**src/vec_pkg.sv**
```systemverilog
package vec_pkg;

  ////////////////////////////////////////////////////////////////////////////
  // Register map (sub-addresses on the two-wire port)
  localparam logic [7:0] ADDR_DAC_AND_INTERP_CONTROL = 8'h03;
  localparam logic [7:0] ADDR_TIMING_RESET_CONTROL = 8'h04;
  localparam logic [7:0] ADDR_FORMAT_AND_GAMMA_CONTROL = 8'h05;
  localparam logic [7:0] ADDR_PATTERN_LUMA_COLOR = 8'h06;
  localparam logic [7:0] ADDR_PATTERN_RED_DIFF_COLOR = 8'h07;
  localparam logic [7:0] ADDR_PATTERN_BLUE_DIFF_COLOR = 8'h08;
  localparam logic [7:0] ADDR_PLL_SETUP_VALUE = 8'h09;
  localparam logic [7:0] ADDR_SHARPNESS_GAIN = 8'h10;
  localparam logic [7:0] ADDR_COPY_PROTECT_DATA_LOW = 8'h11;
  localparam logic [7:0] ADDR_COPY_PROTECT_DATA_MID = 8'h12;
  localparam logic [7:0] ADDR_COPY_PROTECT_DATA_HIGH = 8'h13;
  localparam logic [7:0] ADDR_GAMMA_POINT_FIRST = 8'h14;
  localparam logic [7:0] ADDR_GAMMA_POINT_LAST = 8'h21;
  localparam int REG_COUNT = 34;
  localparam int GAMMA_POINTS_PER_CURVE = 7;
  localparam logic [7:0] REG_RESET = 8'h00;

  ////////////////////////////////////////////////////////////////////////////
  // Field positions
  localparam int BIT_CONV_A_ENABLE = 3;
  localparam int BIT_CONV_B_ENABLE = 4;
  localparam int BIT_CONV_C_ENABLE = 5;
  localparam int BIT_INTERP_ENABLE = 6;
  localparam int BIT_TIMING_COUNTER_RESET = 0;
  localparam int BIT_REVISION = 0;
  localparam int BIT_RGB_INPUT_SELECT = 1;
  localparam int BIT_SYNC_ON_COLOR_DIFF = 2;
  localparam int BIT_COLOR_OUTPUT_SWAP = 3;
  localparam int BIT_GAMMA_CURVE_SELECT = 4;
  localparam int BIT_GAMMA_ENABLE = 5;
  localparam int BIT_ADAPTIVE_MODE_SELECT = 6;
  localparam int BIT_ADAPTIVE_FILTER_ENABLE = 7;
  localparam int GAIN_A_LSB = 0;
  localparam int GAIN_B_LSB = 4;
  localparam int GAIN_WIDTH = 4;
  localparam int CP_HIGH_WIDTH = 4;
  localparam int CP_WORD_WIDTH = 20;
  localparam logic [1:0] STD_SYNC_OK_0 = 2'h0;
  localparam logic [1:0] STD_SYNC_OK_1 = 2'h2;

  ////////////////////////////////////////////////////////////////////////////
  // Gamma curve geometry
  localparam logic [7:0] KNOT_LOW = 8'h10;
  localparam logic [7:0] KNOT_HIGH = 8'hF0;
  localparam logic [7:0] FIRST_POINT = 8'h20;
  localparam logic [7:0] LAST_POINT = 8'hE0;
  localparam int SEG_INDEX_LSB = 5;
  localparam int SHIFT_EDGE = 4;
  localparam int SHIFT_MID = 5;

  ////////////////////////////////////////////////////////////////////////////
  // Two-wire port
  localparam logic [6:0] DEVICE_ADDRESS = 7'h2A;
  localparam logic [2:0] LAST_BIT = 3'h7;

  typedef enum logic [3:0] {
    VEC_ST_IDLE = 4'h0,
    VEC_ST_DEVADDR = 4'h1,
    VEC_ST_ACK_DEV = 4'h2,
    VEC_ST_SUBADDR = 4'h3,
    VEC_ST_ACK_SUB = 4'h4,
    VEC_ST_WDATA = 4'h5,
    VEC_ST_ACK_WDATA = 4'h6,
    VEC_ST_RDATA = 4'h7,
    VEC_ST_RACK = 4'h8,
    VEC_ST_RNEXT = 4'h9
  } vec_state_t;

  typedef struct packed {
    logic [7:0] y;
    logic [7:0] cr;
    logic [7:0] cb;
  } vec_pix_t;

  typedef struct packed {
    logic [7:0] dac_a;
    logic [7:0] dac_b;
    logic [7:0] dac_c;
  } vec_dac_t;

endpackage : vec_pkg

```
**src/vec_encoder_ctrl.sv**
```systemverilog
`timescale 1ns/10ps

// Function
// - Converter enable bits power each converter
// - Interpolation bit selects 54 MHz converter feed
// - Timing bit high-then-low clears timing counters
// - Revision bit is read-only
// - RGB select takes unsigned RGB input
// - Colour sync only for allowed standards, not RGB
// - Swap bit exchanges second and third converter in 4:4:4 mode only
// - 4:2:2 mode drives multiplexed pins to third converter
// - Curve select picks first or second curve
// - Gamma enable applies curve, else bypass
// - Adaptive mode needs both filter enables
// - Adaptive filtering needs sharpness enable too
// - Three test pattern colour registers
// - Copy-protect word split over three registers
// - Gain nibbles drive filters A and B
// - Fourteen gamma point registers, seven per curve
// - Gamma acts on luma only
// - Programmed points every 32, linear between
// - Points 0, 16, 240, 255 fixed
module vec_encoder_ctrl #(
  parameter logic REVISION_BIT = 1'b0
) (
  input wire logic core_clk,
  input wire logic reset,
  input wire logic clk_en,
  input wire logic scl,
  input wire logic sda_in,
  output logic sda_out,
  output logic sda_oe,
  input wire logic pix_valid,
  input wire vec_pkg::vec_pix_t pix_in,
  input wire logic input_format_422,
  input wire logic [1:0] output_standard_field,
  input wire logic sharpness_filter_enable,
  output logic out_valid,
  output vec_pkg::vec_dac_t dac_out,
  output logic conv_a_enable,
  output logic conv_b_enable,
  output logic conv_c_enable,
  output logic interp_enable,
  output logic timing_counter_clear,
  output logic rgb_input_select,
  output logic sync_on_color_active,
  output logic adaptive_active,
  output logic adaptive_mode_b,
  output logic signed [3:0] gain_a_field,
  output logic signed [3:0] gain_b_field,
  output vec_pkg::vec_pix_t pattern_color,
  output logic [19:0] copy_protect_word
);

  ////////////////////////////////////////////////////////////////////////////
  // Helpers

  function automatic logic reg_mapped(input logic [7:0] addr);
    reg_mapped = (addr >= vec_pkg::ADDR_DAC_AND_INTERP_CONTROL &&
                  addr <= vec_pkg::ADDR_PLL_SETUP_VALUE) ||
                 (addr >= vec_pkg::ADDR_SHARPNESS_GAIN &&
                  addr <= vec_pkg::ADDR_GAMMA_POINT_LAST);
  endfunction : reg_mapped

  // Piecewise-linear curve through 16, seven programmed points, 240
  function automatic logic [7:0] gamma_map(input logic [7:0] x, input logic [55:0] pts);
    logic [7:0] ya;
    logic [7:0] yb;
    logic [4:0] off;
    logic [2:0] idx;
    logic edge_seg;
    logic signed [15:0] diff;
    logic signed [15:0] prod;
    logic signed [15:0] sum;
    ya = x;
    yb = x;
    off = 5'h00;
    idx = x[vec_pkg::SEG_INDEX_LSB +: 3];
    edge_seg = 1'b1;
    if (x < vec_pkg::FIRST_POINT) begin
      ya = vec_pkg::KNOT_LOW;
      yb = pts[7:0];
      off = 5'(x - vec_pkg::KNOT_LOW);
    end else if (x >= vec_pkg::LAST_POINT) begin
      ya = pts[55:48];
      yb = vec_pkg::KNOT_HIGH;
      off = 5'(x - vec_pkg::LAST_POINT);
    end else begin
      ya = pts[(3'(idx - 3'h1)) * 8 +: 8];
      yb = pts[idx * 8 +: 8];
      off = x[4:0];
      edge_seg = 1'b0;
    end
    diff = 16'(signed'({8'h00, yb})) - 16'(signed'({8'h00, ya}));
    prod = 16'(diff * signed'({11'h000, off}));
    if (edge_seg) begin
      sum = 16'(signed'({8'h00, ya})) + (prod >>> vec_pkg::SHIFT_EDGE);
    end else begin
      sum = 16'(signed'({8'h00, ya})) + (prod >>> vec_pkg::SHIFT_MID);
    end
    if (x < vec_pkg::KNOT_LOW || x > vec_pkg::KNOT_HIGH) begin
      gamma_map = x;
    end else begin
      gamma_map = sum[7:0];
    end
  endfunction : gamma_map

  ////////////////////////////////////////////////////////////////////////////
  // Two-wire slave

  logic [7:0] regs [0:vec_pkg::REG_COUNT-1];
  vec_pkg::vec_state_t state;
  logic scl_q;
  logic sda_q;
  logic scl_prev;
  logic sda_prev;
  logic [7:0] shifter;
  logic [2:0] bit_cnt;
  logic byte_ready;
  logic read_mode;
  logic [7:0] sub_addr;
  logic wr_strobe;
  logic [7:0] wr_addr;
  logic [7:0] wr_data;
  logic bus_start;
  logic bus_stop;
  logic scl_rise;
  logic scl_fall;
  logic [7:0] rd_byte;

  assign bus_start = scl_q && scl_prev && sda_prev && !sda_q;
  assign bus_stop = scl_q && scl_prev && !sda_prev && sda_q;
  assign scl_rise = scl_q && !scl_prev;
  assign scl_fall = !scl_q && scl_prev;

  always_comb begin
    rd_byte = 8'h00;
    if (reg_mapped(sub_addr)) begin
      rd_byte = regs[sub_addr[5:0]];
    end
    if (sub_addr == vec_pkg::ADDR_FORMAT_AND_GAMMA_CONTROL) begin
      rd_byte[vec_pkg::BIT_REVISION] = REVISION_BIT;
    end
  end

  // Pins arrive synchronous; one stage only to find edges
  always_ff @(posedge core_clk) begin
    if (reset) begin
      scl_q <= 1'b1;
      sda_q <= 1'b1;
      scl_prev <= 1'b1;
      sda_prev <= 1'b1;
    end else if (clk_en) begin
      scl_q <= scl;
      sda_q <= sda_in;
      scl_prev <= scl_q;
      sda_prev <= sda_q;
    end
  end

  always_ff @(posedge core_clk) begin
    if (reset) begin
      state <= vec_pkg::VEC_ST_IDLE;
      shifter <= 8'h00;
      bit_cnt <= 3'h0;
      byte_ready <= 1'b0;
      read_mode <= 1'b0;
      sub_addr <= 8'h00;
      sda_out <= 1'b0;
      sda_oe <= 1'b0;
      wr_strobe <= 1'b0;
      wr_addr <= 8'h00;
      wr_data <= 8'h00;
    end else if (clk_en) begin
      wr_strobe <= 1'b0;
      if (bus_start) begin
        state <= vec_pkg::VEC_ST_DEVADDR;
        bit_cnt <= 3'h0;
        byte_ready <= 1'b0;
        sda_oe <= 1'b0;
      end else if (bus_stop) begin
        state <= vec_pkg::VEC_ST_IDLE;
        sda_oe <= 1'b0;
      end else if (scl_rise) begin
        unique case (state)
          vec_pkg::VEC_ST_DEVADDR, vec_pkg::VEC_ST_SUBADDR, vec_pkg::VEC_ST_WDATA: begin
            shifter <= {shifter[6:0], sda_q};
            bit_cnt <= 3'(bit_cnt + 3'h1);
            byte_ready <= (bit_cnt == vec_pkg::LAST_BIT);
          end
          vec_pkg::VEC_ST_RACK: begin
            // A released line means the master is done reading
            if (sda_q) begin
              state <= vec_pkg::VEC_ST_IDLE;
            end else begin
              sub_addr <= 8'(sub_addr + 8'h01);
              state <= vec_pkg::VEC_ST_RNEXT;
            end
          end
          vec_pkg::VEC_ST_IDLE, vec_pkg::VEC_ST_ACK_DEV, vec_pkg::VEC_ST_ACK_SUB,
          vec_pkg::VEC_ST_ACK_WDATA, vec_pkg::VEC_ST_RDATA, vec_pkg::VEC_ST_RNEXT: begin
          end
        endcase
      end else if (scl_fall) begin
        if (byte_ready) begin
          byte_ready <= 1'b0;
          bit_cnt <= 3'h0;
          unique case (state)
            vec_pkg::VEC_ST_DEVADDR: begin
              if (shifter[7:1] == vec_pkg::DEVICE_ADDRESS) begin
                read_mode <= shifter[0];
                sda_oe <= 1'b1;
                state <= vec_pkg::VEC_ST_ACK_DEV;
              end else begin
                state <= vec_pkg::VEC_ST_IDLE;
              end
            end
            vec_pkg::VEC_ST_SUBADDR: begin
              sub_addr <= shifter;
              sda_oe <= 1'b1;
              state <= vec_pkg::VEC_ST_ACK_SUB;
            end
            default: begin
              wr_strobe <= 1'b1;
              wr_addr <= sub_addr;
              wr_data <= shifter;
              sda_oe <= 1'b1;
              state <= vec_pkg::VEC_ST_ACK_WDATA;
            end
          endcase
        end else begin
          unique case (state)
            vec_pkg::VEC_ST_ACK_DEV, vec_pkg::VEC_ST_RNEXT: begin
              if (read_mode) begin
                shifter <= rd_byte;
                sda_oe <= !rd_byte[7];
                bit_cnt <= 3'h0;
                state <= vec_pkg::VEC_ST_RDATA;
              end else begin
                sda_oe <= 1'b0;
                state <= vec_pkg::VEC_ST_SUBADDR;
              end
            end
            vec_pkg::VEC_ST_ACK_SUB: begin
              sda_oe <= 1'b0;
              state <= vec_pkg::VEC_ST_WDATA;
            end
            vec_pkg::VEC_ST_ACK_WDATA: begin
              // Auto-increment lets one frame load the whole curve table
              sda_oe <= 1'b0;
              sub_addr <= 8'(sub_addr + 8'h01);
              state <= vec_pkg::VEC_ST_WDATA;
            end
            vec_pkg::VEC_ST_RDATA: begin
              if (bit_cnt == vec_pkg::LAST_BIT) begin
                sda_oe <= 1'b0;
                state <= vec_pkg::VEC_ST_RACK;
              end else begin
                bit_cnt <= 3'(bit_cnt + 3'h1);
                sda_oe <= !shifter[6];
                shifter <= {shifter[6:0], 1'b0};
              end
            end
            vec_pkg::VEC_ST_IDLE, vec_pkg::VEC_ST_DEVADDR, vec_pkg::VEC_ST_SUBADDR,
            vec_pkg::VEC_ST_WDATA, vec_pkg::VEC_ST_RACK: begin
            end
          endcase
        end
      end
    end
  end

  ////////////////////////////////////////////////////////////////////////////
  // Register file

  always_ff @(posedge core_clk) begin
    if (reset) begin
      for (int i = 0; i < vec_pkg::REG_COUNT; i++) begin
        regs[i] <= vec_pkg::REG_RESET;
      end
    end else if (clk_en) begin
      // The setup register at 09 is held as written; host orders it first
      // Reserved top bit of mode 3 is stored as written
      if (wr_strobe && reg_mapped(wr_addr)) begin
        regs[wr_addr[5:0]] <= wr_data;
      end
    end
  end

  ////////////////////////////////////////////////////////////////////////////
  // Control outputs

  logic [7:0] mode3;
  logic [7:0] mode5;
  logic timing_bit_prev;

  assign mode3 = regs[vec_pkg::ADDR_DAC_AND_INTERP_CONTROL[5:0]];
  assign mode5 = regs[vec_pkg::ADDR_FORMAT_AND_GAMMA_CONTROL[5:0]];

  always_ff @(posedge core_clk) begin
    if (reset) begin
      conv_a_enable <= 1'b0;
      conv_b_enable <= 1'b0;
      conv_c_enable <= 1'b0;
      interp_enable <= 1'b0;
      rgb_input_select <= 1'b0;
      sync_on_color_active <= 1'b0;
      adaptive_active <= 1'b0;
      adaptive_mode_b <= 1'b0;
      gain_a_field <= 4'sh0;
      gain_b_field <= 4'sh0;
      pattern_color <= '0;
      copy_protect_word <= 20'h00000;
    end else if (clk_en) begin
      conv_a_enable <= mode3[vec_pkg::BIT_CONV_A_ENABLE];
      conv_b_enable <= mode3[vec_pkg::BIT_CONV_B_ENABLE];
      conv_c_enable <= mode3[vec_pkg::BIT_CONV_C_ENABLE];
      interp_enable <= mode3[vec_pkg::BIT_INTERP_ENABLE];
      rgb_input_select <= mode5[vec_pkg::BIT_RGB_INPUT_SELECT];
      sync_on_color_active <= mode5[vec_pkg::BIT_SYNC_ON_COLOR_DIFF] &&
        (output_standard_field == vec_pkg::STD_SYNC_OK_0 ||
         output_standard_field == vec_pkg::STD_SYNC_OK_1) &&
        !mode5[vec_pkg::BIT_RGB_INPUT_SELECT];
      adaptive_active <= mode5[vec_pkg::BIT_ADAPTIVE_FILTER_ENABLE] &&
        sharpness_filter_enable;
      adaptive_mode_b <= mode5[vec_pkg::BIT_ADAPTIVE_MODE_SELECT] &&
        mode5[vec_pkg::BIT_ADAPTIVE_FILTER_ENABLE] && sharpness_filter_enable;
      gain_a_field <= signed'(regs[vec_pkg::ADDR_SHARPNESS_GAIN[5:0]]
        [vec_pkg::GAIN_A_LSB +: vec_pkg::GAIN_WIDTH]);
      gain_b_field <= signed'(regs[vec_pkg::ADDR_SHARPNESS_GAIN[5:0]]
        [vec_pkg::GAIN_B_LSB +: vec_pkg::GAIN_WIDTH]);
      pattern_color.y <= regs[vec_pkg::ADDR_PATTERN_LUMA_COLOR[5:0]];
      pattern_color.cr <= regs[vec_pkg::ADDR_PATTERN_RED_DIFF_COLOR[5:0]];
      pattern_color.cb <= regs[vec_pkg::ADDR_PATTERN_BLUE_DIFF_COLOR[5:0]];
      copy_protect_word <= {
        regs[vec_pkg::ADDR_COPY_PROTECT_DATA_HIGH[5:0]][vec_pkg::CP_HIGH_WIDTH-1:0],
        regs[vec_pkg::ADDR_COPY_PROTECT_DATA_MID[5:0]],
        regs[vec_pkg::ADDR_COPY_PROTECT_DATA_LOW[5:0]]};
    end
  end

  // A clear needs the bit raised and dropped again; a held high does nothing
  always_ff @(posedge core_clk) begin
    if (reset) begin
      timing_bit_prev <= 1'b0;
      timing_counter_clear <= 1'b0;
    end else if (clk_en) begin
      timing_bit_prev <= regs[vec_pkg::ADDR_TIMING_RESET_CONTROL[5:0]]
        [vec_pkg::BIT_TIMING_COUNTER_RESET];
      timing_counter_clear <= timing_bit_prev &&
        !regs[vec_pkg::ADDR_TIMING_RESET_CONTROL[5:0]][vec_pkg::BIT_TIMING_COUNTER_RESET];
    end
  end

  ////////////////////////////////////////////////////////////////////////////
  // Luma gamma and converter routing

  logic [55:0] curve_pts;

  always_comb begin
    curve_pts = 56'h0;
    for (int i = 0; i < vec_pkg::GAMMA_POINTS_PER_CURVE; i++) begin
      if (mode5[vec_pkg::BIT_GAMMA_CURVE_SELECT]) begin
        curve_pts[i*8 +: 8] = regs[6'(vec_pkg::ADDR_GAMMA_POINT_FIRST[5:0] +
          vec_pkg::GAMMA_POINTS_PER_CURVE + i)];
      end else begin
        curve_pts[i*8 +: 8] = regs[6'(vec_pkg::ADDR_GAMMA_POINT_FIRST[5:0] + i)];
      end
    end
  end

  always_ff @(posedge core_clk) begin
    if (reset) begin
      out_valid <= 1'b0;
      dac_out <= '0;
    end else if (clk_en) begin
      out_valid <= pix_valid;
      if (pix_valid) begin
        if (mode5[vec_pkg::BIT_GAMMA_ENABLE]) begin
          dac_out.dac_a <= gamma_map(pix_in.y, curve_pts);
        end else begin
          dac_out.dac_a <= pix_in.y;
        end
        // Colour values pass untouched; 4:2:2 drops cr and zeroes the second converter
        if (input_format_422) begin
          dac_out.dac_b <= 8'h00;
          dac_out.dac_c <= pix_in.cb;
        end else if (mode5[vec_pkg::BIT_COLOR_OUTPUT_SWAP]) begin
          dac_out.dac_b <= pix_in.cb;
          dac_out.dac_c <= pix_in.cr;
        end else begin
          dac_out.dac_b <= pix_in.cr;
          dac_out.dac_c <= pix_in.cb;
        end
      end
    end
  end

endmodule : vec_encoder_ctrl

```
**config.mk**
```make
export PLATFORM = sky130hd
export DESIGN_NAME = vec_encoder_ctrl
export DESIGN_NICKNAME = d
export VERILOG_FILES = /design/src/vec_pkg.sv /design/src/vec_encoder_ctrl.sv
export SDC_FILE = /design/constraint.sdc
export NUM_CORES = 1
export LEC_CHECK = 0
export ABC_CLOCK_PERIOD_IN_PS = 14800
export BUFFER_PORTS_ARGS = -buffer_cell sky130_fd_sc_hd__buf_2
export CAP_MARGIN = 20
export CELL_PAD_IN_SITES_DETAIL_PLACEMENT = 1
export CELL_PAD_IN_SITES_GLOBAL_PLACEMENT = 2
export CORE_AREA = 2 2 324 326
export DETAILED_ROUTE_END_ITERATION = 12
export DIE_AREA = 0 0 326 328
export PLACE_DENSITY = 0.62
export SKIP_LAST_GASP = 1
export SLEW_MARGIN = 20
export SYNTH_ARGS = -nofsm -noshare
export SYNTH_HDL_FRONTEND = slang
export SYNTH_SLANG_ARGS = --single-unit
```
**constraint.sdc**
```tcl
create_clock -name core_clk -period 14.8 [get_ports core_clk]
set_input_delay 0.74 -clock core_clk [delete_from_list [all_inputs] [get_ports core_clk]]
set_output_delay 0.74 -clock core_clk [all_outputs]
set_load 0.005 [all_outputs]
```
Word-level counts from Yosys, hierarchy flattened
Memories as Yosys holds them, arrays and structs flattened. A register that Yosys moved wholly into a read port is not among the register bits.
Index checks and enable logic that the tools add are counted.
Word-level totals
  memories: 1
  memory bits (writable): 272
  output and inout bits: 88
  flip-flop bits (word level): 78
Memory list
  regs: depth 34, bits a word 8, rd ports 25, clocked after memory_dff 9, write ports 34, line vec_encoder_ctrl.sv:111  | logic [7:0] regs [0:vec_pkg::REG_COUNT-1];
Cells by class
  reduce and logical (&&, ||, !) cells: 54
  magnitude comparators: 12
  $mul: 1
  bitwise logic cells: 4
  mux-type cells: 105
  $add $sub $neg: 8
  shift operators: 2
  equality and inequality tests: 28
Operators by type and width (count)
  2-to-1 mux 8 bit: 37
  variable part select 56 x 7 -> 8 bit: 2
  2-to-1 mux 1 bit: 34
  2-to-1 mux 16 bit: 2
  2-to-1 mux 4 bit: 8
  2-to-1 mux 5 bit: 6
  2-to-1 mux 3 bit: 9
  logical AND 1 bit: 18
  2-to-1 mux 6 bit: 3
  adder 8 bit: 2
  == test 4 x 3 -> 1 bit (second input constant): 4
  greater-or-equal comparator 8 x 2 -> 1 bit (second input constant): 2
  greater-or-equal comparator 8 x 5 -> 1 bit (second input constant): 2
  <= comparator 8 x 4 -> 1 bit (second input constant): 2
  <= comparator 8 x 6 -> 1 bit (second input constant): 2
  one-hot mux 8 bit (2 select lines): 1
  AND reduction 8 bit: 2
  != test 5 bit (second input constant): 3
  AND reduction 7 bit: 2
  multiplier 9 x 6 -> 13 bit: 1
  one-hot mux 4 bit (3 select lines): 1
  nonzero test 3 bit: 4
  AND reduction 5 bit: 2
  != test 3 bit (second input constant): 3
  42 further kinds: 62

Logic depth before layout (Yosys ltp)
Gate-level depths: netlist (run 1).
An unclocked memory read counts as a cell.
  depth after elaboration: 15
  gate-level depth with buffers: 40

Worst setup path after synthesis (run 1)
Ideal clock, no wire load.
  path kind: input port to flip-flop
  start point: in pix_in[21] in the netlist's numbering
  end point: reg dac_out[23] in the netlist's numbering
  buffers on the path: 4
  data required time: 14.680 ns
  arrival: 8.404 ns
  stages: 36
  slack: 6.277 ns
  path through: buf_1 > inv_2 > buf_1 > ha_1 > clkbuf_1 > clkbuf_1 > a21oi_1 > a311oi_1 > o21ai_1 > ha_1 > a21o_1 > a21o_1 > a21o_1 > a21o_1 > a21o_1 > a21oi_1 > xnor2_1 > nand2_1 > fa_1 > inv_1 > fa_1 > inv_1 > fa_1 > inv_1 > ha_1 > o21ai_0 > nand2b_1 > a311o_1 > a21oi_1 > xnor2_1 > mux2_1 > ha_1 > a21oi_1 > o21ai_0 > xor2_1 > o31a_1
Between the ends
  cells in the longest elaborated chain, start to end: 14
  elaborated cells between the ends (all ways): 39
Ends and longest elaborated chain
  start: declaration: line vec_encoder_ctrl.sv:34  | input wire vec_pkg::vec_pix_t pix_in,
  subtractor 3 x 1 -> 3 bit: line vec_encoder_ctrl.sv:89  | ya = pts[(3'(idx - 3'h1)) * 8 +: 8];
  variable part select 56 x 7 -> 8 bit: line vec_encoder_ctrl.sv:89
  2-to-1 mux 8 bit: line vec_encoder_ctrl.sv:84  | end else if (x >= vec_pkg::LAST_POINT) begin
  2-to-1 mux 8 bit: line vec_encoder_ctrl.sv:80  | if (x < vec_pkg::FIRST_POINT) begin
  2-to-1 mux 8 bit: line vec_encoder_ctrl.sv:379  | if (mode5[vec_pkg::BIT_GAMMA_ENABLE]) begin
  2-to-1 mux 8 bit: line vec_encoder_ctrl.sv:378  | if (pix_valid) begin
  2-to-1 mux 8 bit: line vec_encoder_ctrl.sv:376  | end else if (clk_en) begin
  2-to-1 mux 8 bit: line vec_encoder_ctrl.sv:373  | if (reset) begin
  subtractor 8 x 8 -> 9 bit: line vec_encoder_ctrl.sv:94  | diff = 16'(signed'({8'h00, yb})) - 16'(signed'({8'h00, ya}));
  multiplier 9 x 6 -> 13 bit: line vec_encoder_ctrl.sv:95  | prod = 16'(diff * signed'({11'h000, off}));
  adder 8 bit, on equally long branches: line vec_encoder_ctrl.sv:99, vec_encoder_ctrl.sv:97
  2-to-1 mux 8 bit: line vec_encoder_ctrl.sv:96  | if (edge_seg) begin
  2-to-1 mux 8 bit *: line vec_encoder_ctrl.sv:101  | if (x < vec_pkg::KNOT_LOW || x > vec_pkg::KNOT_HIGH) begin
  2-to-1 mux 8 bit *: line vec_encoder_ctrl.sv:379
  end: declaration: line vec_encoder_ctrl.sv:39  | output vec_pkg::vec_dac_t dac_out,
Mark *: on every way between the ends. The rest lies on a longest branch, timed or not. The select of a mux whose other input is x is not followed.
A chain may end at the register's enable or synchronous reset.

Worst setup path after layout (run 1)
  start point: in pix_in[22] in the netlist's numbering
  end point: reg dac_out[22] in the netlist's numbering
Between the ends
  cells in the longest elaborated chain, start to end: 14
  elaborated cells between the ends (all ways): 39
Ends and longest elaborated chain (line)
  subtractor 3 x 1 -> 3 bit: vec_encoder_ctrl.sv:89
  variable part select 56 x 7 -> 8 bit: vec_encoder_ctrl.sv:89
  2-to-1 mux 8 bit: vec_encoder_ctrl.sv:84
  2-to-1 mux 8 bit: vec_encoder_ctrl.sv:80
  2-to-1 mux 8 bit: vec_encoder_ctrl.sv:379
  2-to-1 mux 8 bit: vec_encoder_ctrl.sv:378
  2-to-1 mux 8 bit: vec_encoder_ctrl.sv:376
  2-to-1 mux 8 bit: vec_encoder_ctrl.sv:373
  subtractor 8 x 8 -> 9 bit: vec_encoder_ctrl.sv:94
  multiplier 9 x 6 -> 13 bit: vec_encoder_ctrl.sv:95
  adder 8 bit, on equally long branches: vec_encoder_ctrl.sv:99, vec_encoder_ctrl.sv:97
  2-to-1 mux 8 bit: vec_encoder_ctrl.sv:96
  2-to-1 mux 8 bit: vec_encoder_ctrl.sv:101
  2-to-1 mux 8 bit *: vec_encoder_ctrl.sv:379
Marked as above.

==> flow_summary.yaml, run 1 <==
timing:
  worst-slew-pin-transition_ps: 1120
  max_freq_mhz: 103
  rsz0062_at_grt: "false"
  relSlewSlack_pct: 25.1
  slew_violations: 0
  period_needed_ps: 9750
  final-setup-viol-count: 0
  hold_viol_final: 0
  finalCritPeriodShare_pct: 65.9
  skew_ps: 30.3
  hold_slack_ps: 349
  timing.setup.tns_ps: 0
die:
  die_w_um: 326
  dieArea_um2: 107000
  core_um2: 103000
  start_util_pct: 29.9
  core.rowCount: 118
  design.portCount: 122
  die_h_um: 328
drt:
  drt-total-wl_um: 85700
  drc: 0
  antenna_left: 0
  drt_iter0_markers: 1408
  first_pass_iters: 5
  viasPerCell: 4.77
  avgRoutedWirePerCell_um: 21.4
  dr_total_vias: 19100
clock_network:
  postCtsHoldBufs: 0
  cts_buffer_depth: 3
  cts_tree: "done"
  cts.htree.levels: 3
  clk_pin_slew_ps: 50
  cts_resized: 0
  post-cts-setup-buffers: 0
  cts_inserted_buffers: 75
  cts_root_buf: "clkbuf_16"
  clock_latency_ps: 640
  cts_num_sinks: 652
synth:
  synthArstFlopShare_pct: 0
  yosys_register_bits: 652
  synth_area_um2: 30800
  yosysUniqueCellTypes: 76
  yosysSeqAreaShare_pct: 59.0
  syn_inst: 2190
  yosysWarnings: 0
  ys.flop_type: "edfxtp_1"
  synth.avg_cell_area_um2: 14.1
  synth-edff-count: 512
critical_path:
  path_buf_inv: 7
  crit_path_frequent_cell: "a21o_1"
  crit_fanout: 36
  slowest_stage: "ha_1"
  start_kind: "input port"
  critical-path-top-delay-family: "adder cells"
  critical_path_class: "input port to flop"
  cp.required_ps: 15290
  arrival_ps: 10250
  end_kind: "flop"
  critPathMaxStageDelay_ps: 1030
run:
  drv_cap: 0
grt:
  grt_util_all_layers_pct: 16.1
  grt_antenna_before_repair: 3
  grt_max_degree: 80
  overflow: 0
  grt_pass1_vias: 20200
  grt_pass1_wl_um: 130000
cells_and_area:
  antennaDiodeCount: 0
  fillers: 11000
  final_common_cell: "edfxtp_1"
  final_core_util_pct: 35.1
  drive_gt1_share_pct: 18.1
  area_delta_synth_final_pct: 17.6
  multiInputGateArea_um2: 12800
  regArea_um2: 18200
  final_cell_mix: "512 x edfxtp_1, 335 x nor2_1, 313 x conb_1"
  nets: 2676
run_status:
  status: "complete, no violations"
power_and_ir_drop:
  cellLeakagePower_uw: 0.0131
  peakVddDrop_v: 0.000143
  finalPower_uw: 5620
  power_per_cell_area_nw_per_um2: 155
placed_design:
  io_buffers: 119
  gp_congestion: 0.827
  place_hpwl_um: 60700
worst_hold_path:
  hp-class: "input port to flop"
## kinds of logic (layout without fill, tap and decap cells)
kind of cell    Yosys count  count (layout)  synth area share [%]
flops                   652             652                  59.0
simple gates            633             633                  9.09
mux                     342             342                  19.4
buf+inv                 234             364                  3.19
compound gates          228             228                  4.85
fa+ha+maj                72              72                  3.58
xor+xnor                 28              28                 0.869
other cells               1             313                0.0122
## stage by stage
stage / cell area [um^2] / cells / setup WS (ps)
2_1_floorplan: 32000 / 2502 / 6280
3_3_place_gp: 33900 / 3872 / 4490
3_5_place_dp: 33900 / 3872 / 4370
4_1_cts: 36200 / 4011 / 5020
5_1_grt: 36200 / 4012 / 4340
6_report: 36200 / 4012 / 5050
## where the power goes
part	switching (uW)	total [uW]	internal (uW)
sequential	49.9	2120	2070
combinational	943	1720	780
clock	743	1780	1040
## sequential cells by signal, summed over array words and instances (netlist names), 3 cells and up, named ones only
register           flops
bit_cnt                3
copy_protect_word     20
dac_out               24
gain_a_field           4
gain_b_field           4
pattern_color         24
regs                 512
shifter                8
state                  4
sub_addr               8
wr_addr                8
wr_data                8
## routing by layer
| metal | track usage, % | vias up | wire length, um |
|---|---|---|---|
| li1 | - | 8673 | - |
| met1 | 21.7 | 9939 | 38800 |
| met2 | 26.5 | 409 | 41200 |
| met3 | 2.53 | 105 | 3550 |
| met4 | 5.09 | 0 | 2180 |
| met5 | 0 | - | 0 |
## final cells by class
cell class | count | share of cell area (%)
inverter | 74 | 0.767
tap | 1380 | 4.77
multi-input combinational | 1616 | 35.4
clock inverter | 31 | 0.701
timing repair buffer | 151 | 2.39
clock buffer | 108 | 5.76
sequential | 652 | 50.2
## Yosys cell counts (4+ instances only)
master,instances,area (um^2)
nand3b_1,5,37.5
or2_1,5,31.3
a21oi_1,64,320
a211oi_1,21,158
buf_4,7,52.6
nor4b_1,5,43.8
nand2_1,128,480
edfxtp_1,512,15400
nand4_1,5,31.3
mux2i_1,121,1210
and3_1,16,100
nor4_1,4,25.0
dfxtp_1,140,2800
clkbuf_1,113,424
mux4_2,200,4500
nand2b_1,13,81.3
o21ai_0,25,125
mux2_2,10,113
nor2_1,335,1260
mux2_1,9,101
xnor2_1,14,123
nor2b_1,21,131
o22ai_1,6,37.5
or3_1,5,31.3
a22oi_1,13,97.6
a311oi_1,7,61.3
xor2_1,12,105
a31oi_1,14,87.6
o21bai_1,4,30.0
buf_1,13,48.8
a21o_1,13,97.6
o211ai_1,12,90.1
buf_6,5,56.3
buf_2,20,100
and2_1,48,300
ha_1,45,563
nand3_1,17,85.1
fa_1,27,541
inv_1,70,263
o21ai_1,18,90.1
nor3_1,18,90.1
## worst register-to-register path, delay by kind of cell (launching register included)
| kind | cells | cell delay [ps] |
|---|---|---|
| adder cells (fa/ha/maj) | 6 | 2560 |
| buffers and inverters | 5 | 1220 |
| AO/OA/AOI/OAI | 14 | 2840 |
| multiplexers | 2 | 990 |
| AND/OR/NAND/NOR | 4 | 370 |
| flip-flops | 1 | 320 |
| XOR/XNOR | 3 | 530 |
## final timing paths
kind,from,end,slack (ps),depth (start not counted)
worst max register to register,regs[5][4]$_SDFFCE_PN0P_,dac_out[22]$_SDFFE_PP0P_,5850,34
worst min-delay path,sda_in,sda_q$_SDFFE_PP1P_,350,3
worst max-delay path,pix_in[22],dac_out[22]$_SDFFE_PP0P_,5050,36
worst min register to register,dac_out[18]$_SDFFE_PP0P_,dac_out[18]$_SDFFE_PP0P_,470,2
No activity file was read; power rests on OpenSTA's default activity.
==> run 2: changes to the inputs <==
ABC_CLOCK_PERIOD_IN_PS = 8700   (was 14800)
PLACE_DENSITY = 0.64   (was 0.62)
clock period = 8.7 ns   (was 14.8 ns; I/O delays follow)
==> run 2 against run 1 <==
  * Combinational power up 69%
  * Utilization rose by 0.30 points
  * Worst setup slack worse by 4400 ps
  * Critical path type is now flop to flop
  * Register-to-register slack got worse by 5200 ps
  * Critical path depth down 3
  * Total power up 73%
  * First-iteration DRC count fell by 18%
==> flow_summary.yaml, run 2 (synthesized netlist as in run 1, its figures left out) <==
drt:
  drt-total-wl_um: 85400
  dr_total_vias: 19300
  viasPerCell: 4.80
  antenna_left: 0
  first_pass_iters: 5
  drc: 0
  drt_iter0_markers: 1157
  avgRoutedWirePerCell_um: 21.2
placed_design:
  gp_congestion: 0.842
  io_buffers: 119
  placed_area_um2: 34000
  place_hpwl_um: 61600
critical_path:
  crit_fanout: 22
  critPathMaxStageDelay_ps: 590
  critical_path_class: "flop to flop"
  rr_worst_depth: 33
  start_kind: "flop"
  cp.required_ps: 9180
  arrival_ps: 8500
  slowest_stage: "mux4_2"
  end_kind: "flop"
cells_and_area:
  largest_register_ffs: 512
  design_area_um2: 36500
  fillers: 10900
  multiInputGateArea_um2: 12800
  nets: 2695
  area_delta_synth_final_pct: 18.6
  final_cell_mix: "512 x edfxtp_1, 335 x nor2_1, 313 x conb_1"
  drive_gt1_share_pct: 19.0
  largestRegisters: "regs (512), dac_out (24), pattern_color (24)"
  regArea_um2: 18200
  final_common_cell: "edfxtp_1"
  largest_register: "regs"
timing:
  final-setup-viol-count: 0
  relSlewSlack_pct: 22.9
  period_needed_ps: 8020
  hold_slack_ps: 50.0
  slew_violations: 0
  hold_viol_final: 0
  finalCritPeriodShare_pct: 92.1
  timing.setup.tns_ps: 0
  worst-slew-pin-transition_ps: 1150
  skew_ps: 20.9
  rsz0062_at_grt: "false"
  max_freq_mhz: 125
worst_hold_path:
  whs_path_depth: 3
  hp-class: "input port to flop"
clock_network:
  cts_num_sinks: 652
  cts_inserted_buffers: 77
  clk_pin_slew_ps: 60
  cts_buffer_depth: 3
  cts_tree: "done"
  cts.htree.levels: 3
  clock_latency_ps: 620
  post-cts-setup-buffers: 0
  cts_root_buf: "clkbuf_16"
power_and_ir_drop:
  switching_power_uw: 2960
  power_per_cell_area_nw_per_um2: 266
  power_frac_comb_pct: 29.9
  clockPowerShare_pct: 32.9
  peakVddDrop_v: 0.000306
  switching_share_pct: 30.4
  cellLeakagePower_uw: 0.0132
  seqPwrFrac_pct: 37.2
  internal_power_uw: 6760
run_status:
  status: "complete, no violations"
grt:
  grt_antenna_before_repair: 3
  grt_pass1_wl_um: 130000
  grt_max_degree: 71
  grt_pass1_vias: 20500
  grt_util_all_layers_pct: 16.1
  overflow: 0
die:
  core_um2: 103000
  core.rowCount: 118
  die_h_um: 328
  die_w_um: 326
  dieArea_um2: 107000
  start_util_pct: 29.9
  design.portCount: 122
run:
  drv_cap: 0
-- run 2: worst paths after layout --
check,start,end,slack (ps)
worst max-delay path,regs[5][4]$_SDFFCE_PN0P_,dac_out[22]$_SDFFE_PP0P_,680
worst min-delay path,scl,scl_q$_SDFFE_PP1P_,50
worst max register to register,regs[5][4]$_SDFFCE_PN0P_,dac_out[22]$_SDFFE_PP0P_,680
worst min register to register,dac_out[18]$_SDFFE_PP0P_,dac_out[18]$_SDFFE_PP0P_,460
-- run 2: per-layer routing --
layer / wire length (um) / GRT usage (%) / up-vias
li1: - / - / 8711
met1: 37500 / 21.1 / 10100
met2: 41500 / 27.0 / 439
met3: 4230 / 2.75 / 112
met4: 2190 / 5.09 / 0
met5: 0 / 0 / -
-- run 2: metrics by stage --
stage	util (%)	std cells	total power [uW]	worst slack (ps)
after CTS	35.4	4027	9900	549
after detailed placement	33.0	3889	6650	388
after floorplan	-	2502	5950	482
final	35.4	4029	9710	685
after global placement	33.0	3889	6590	484
after global routing	35.4	4027	10400	40.3
-- run 2: final cells by class --
cell class / instances / share of cell area [%]
flip-flops and latches: 652 / 49.8
multi-input cells: 1616 / 35.1
clock buffers: 90 / 5.49
well taps: 1380 / 4.73
repair buffers: 168 / 2.80
clock inverters: 47 / 1.30
inverters: 74 / 0.760
diodes: 2 / 0.0137
-- run 2: critical path, delay by kind of cell, from the launching register on --
family	cells	cell delay [ps]
buffers and inverters	4	360
adders and majority gates	6	2500
muxes	2	900
xor gates and xnor gates	3	510
DFF	1	380
and+or+nand+nor	4	340
AOI/OAI and AO/OA	14	2840
-- run 2: repair_timing --
action | 4_1_cts | 5_1_grt
setup endpoints to repair | 0 | 0
hold buffers | 1 | 0
resized for setup | 0 | 0
hold endpoints to repair | 1 | 0
-- run 2: power groups by stage --
stage               sequential [uW]  combinational, uW  clock [uW]
floorplan                      3630               2310           0
global placement               3660               2930           0
detailed placement             3680               2970           0
CTS                            3610               2980        3300
global route                   3630               3350        3410
finish                         3610               2900        3200
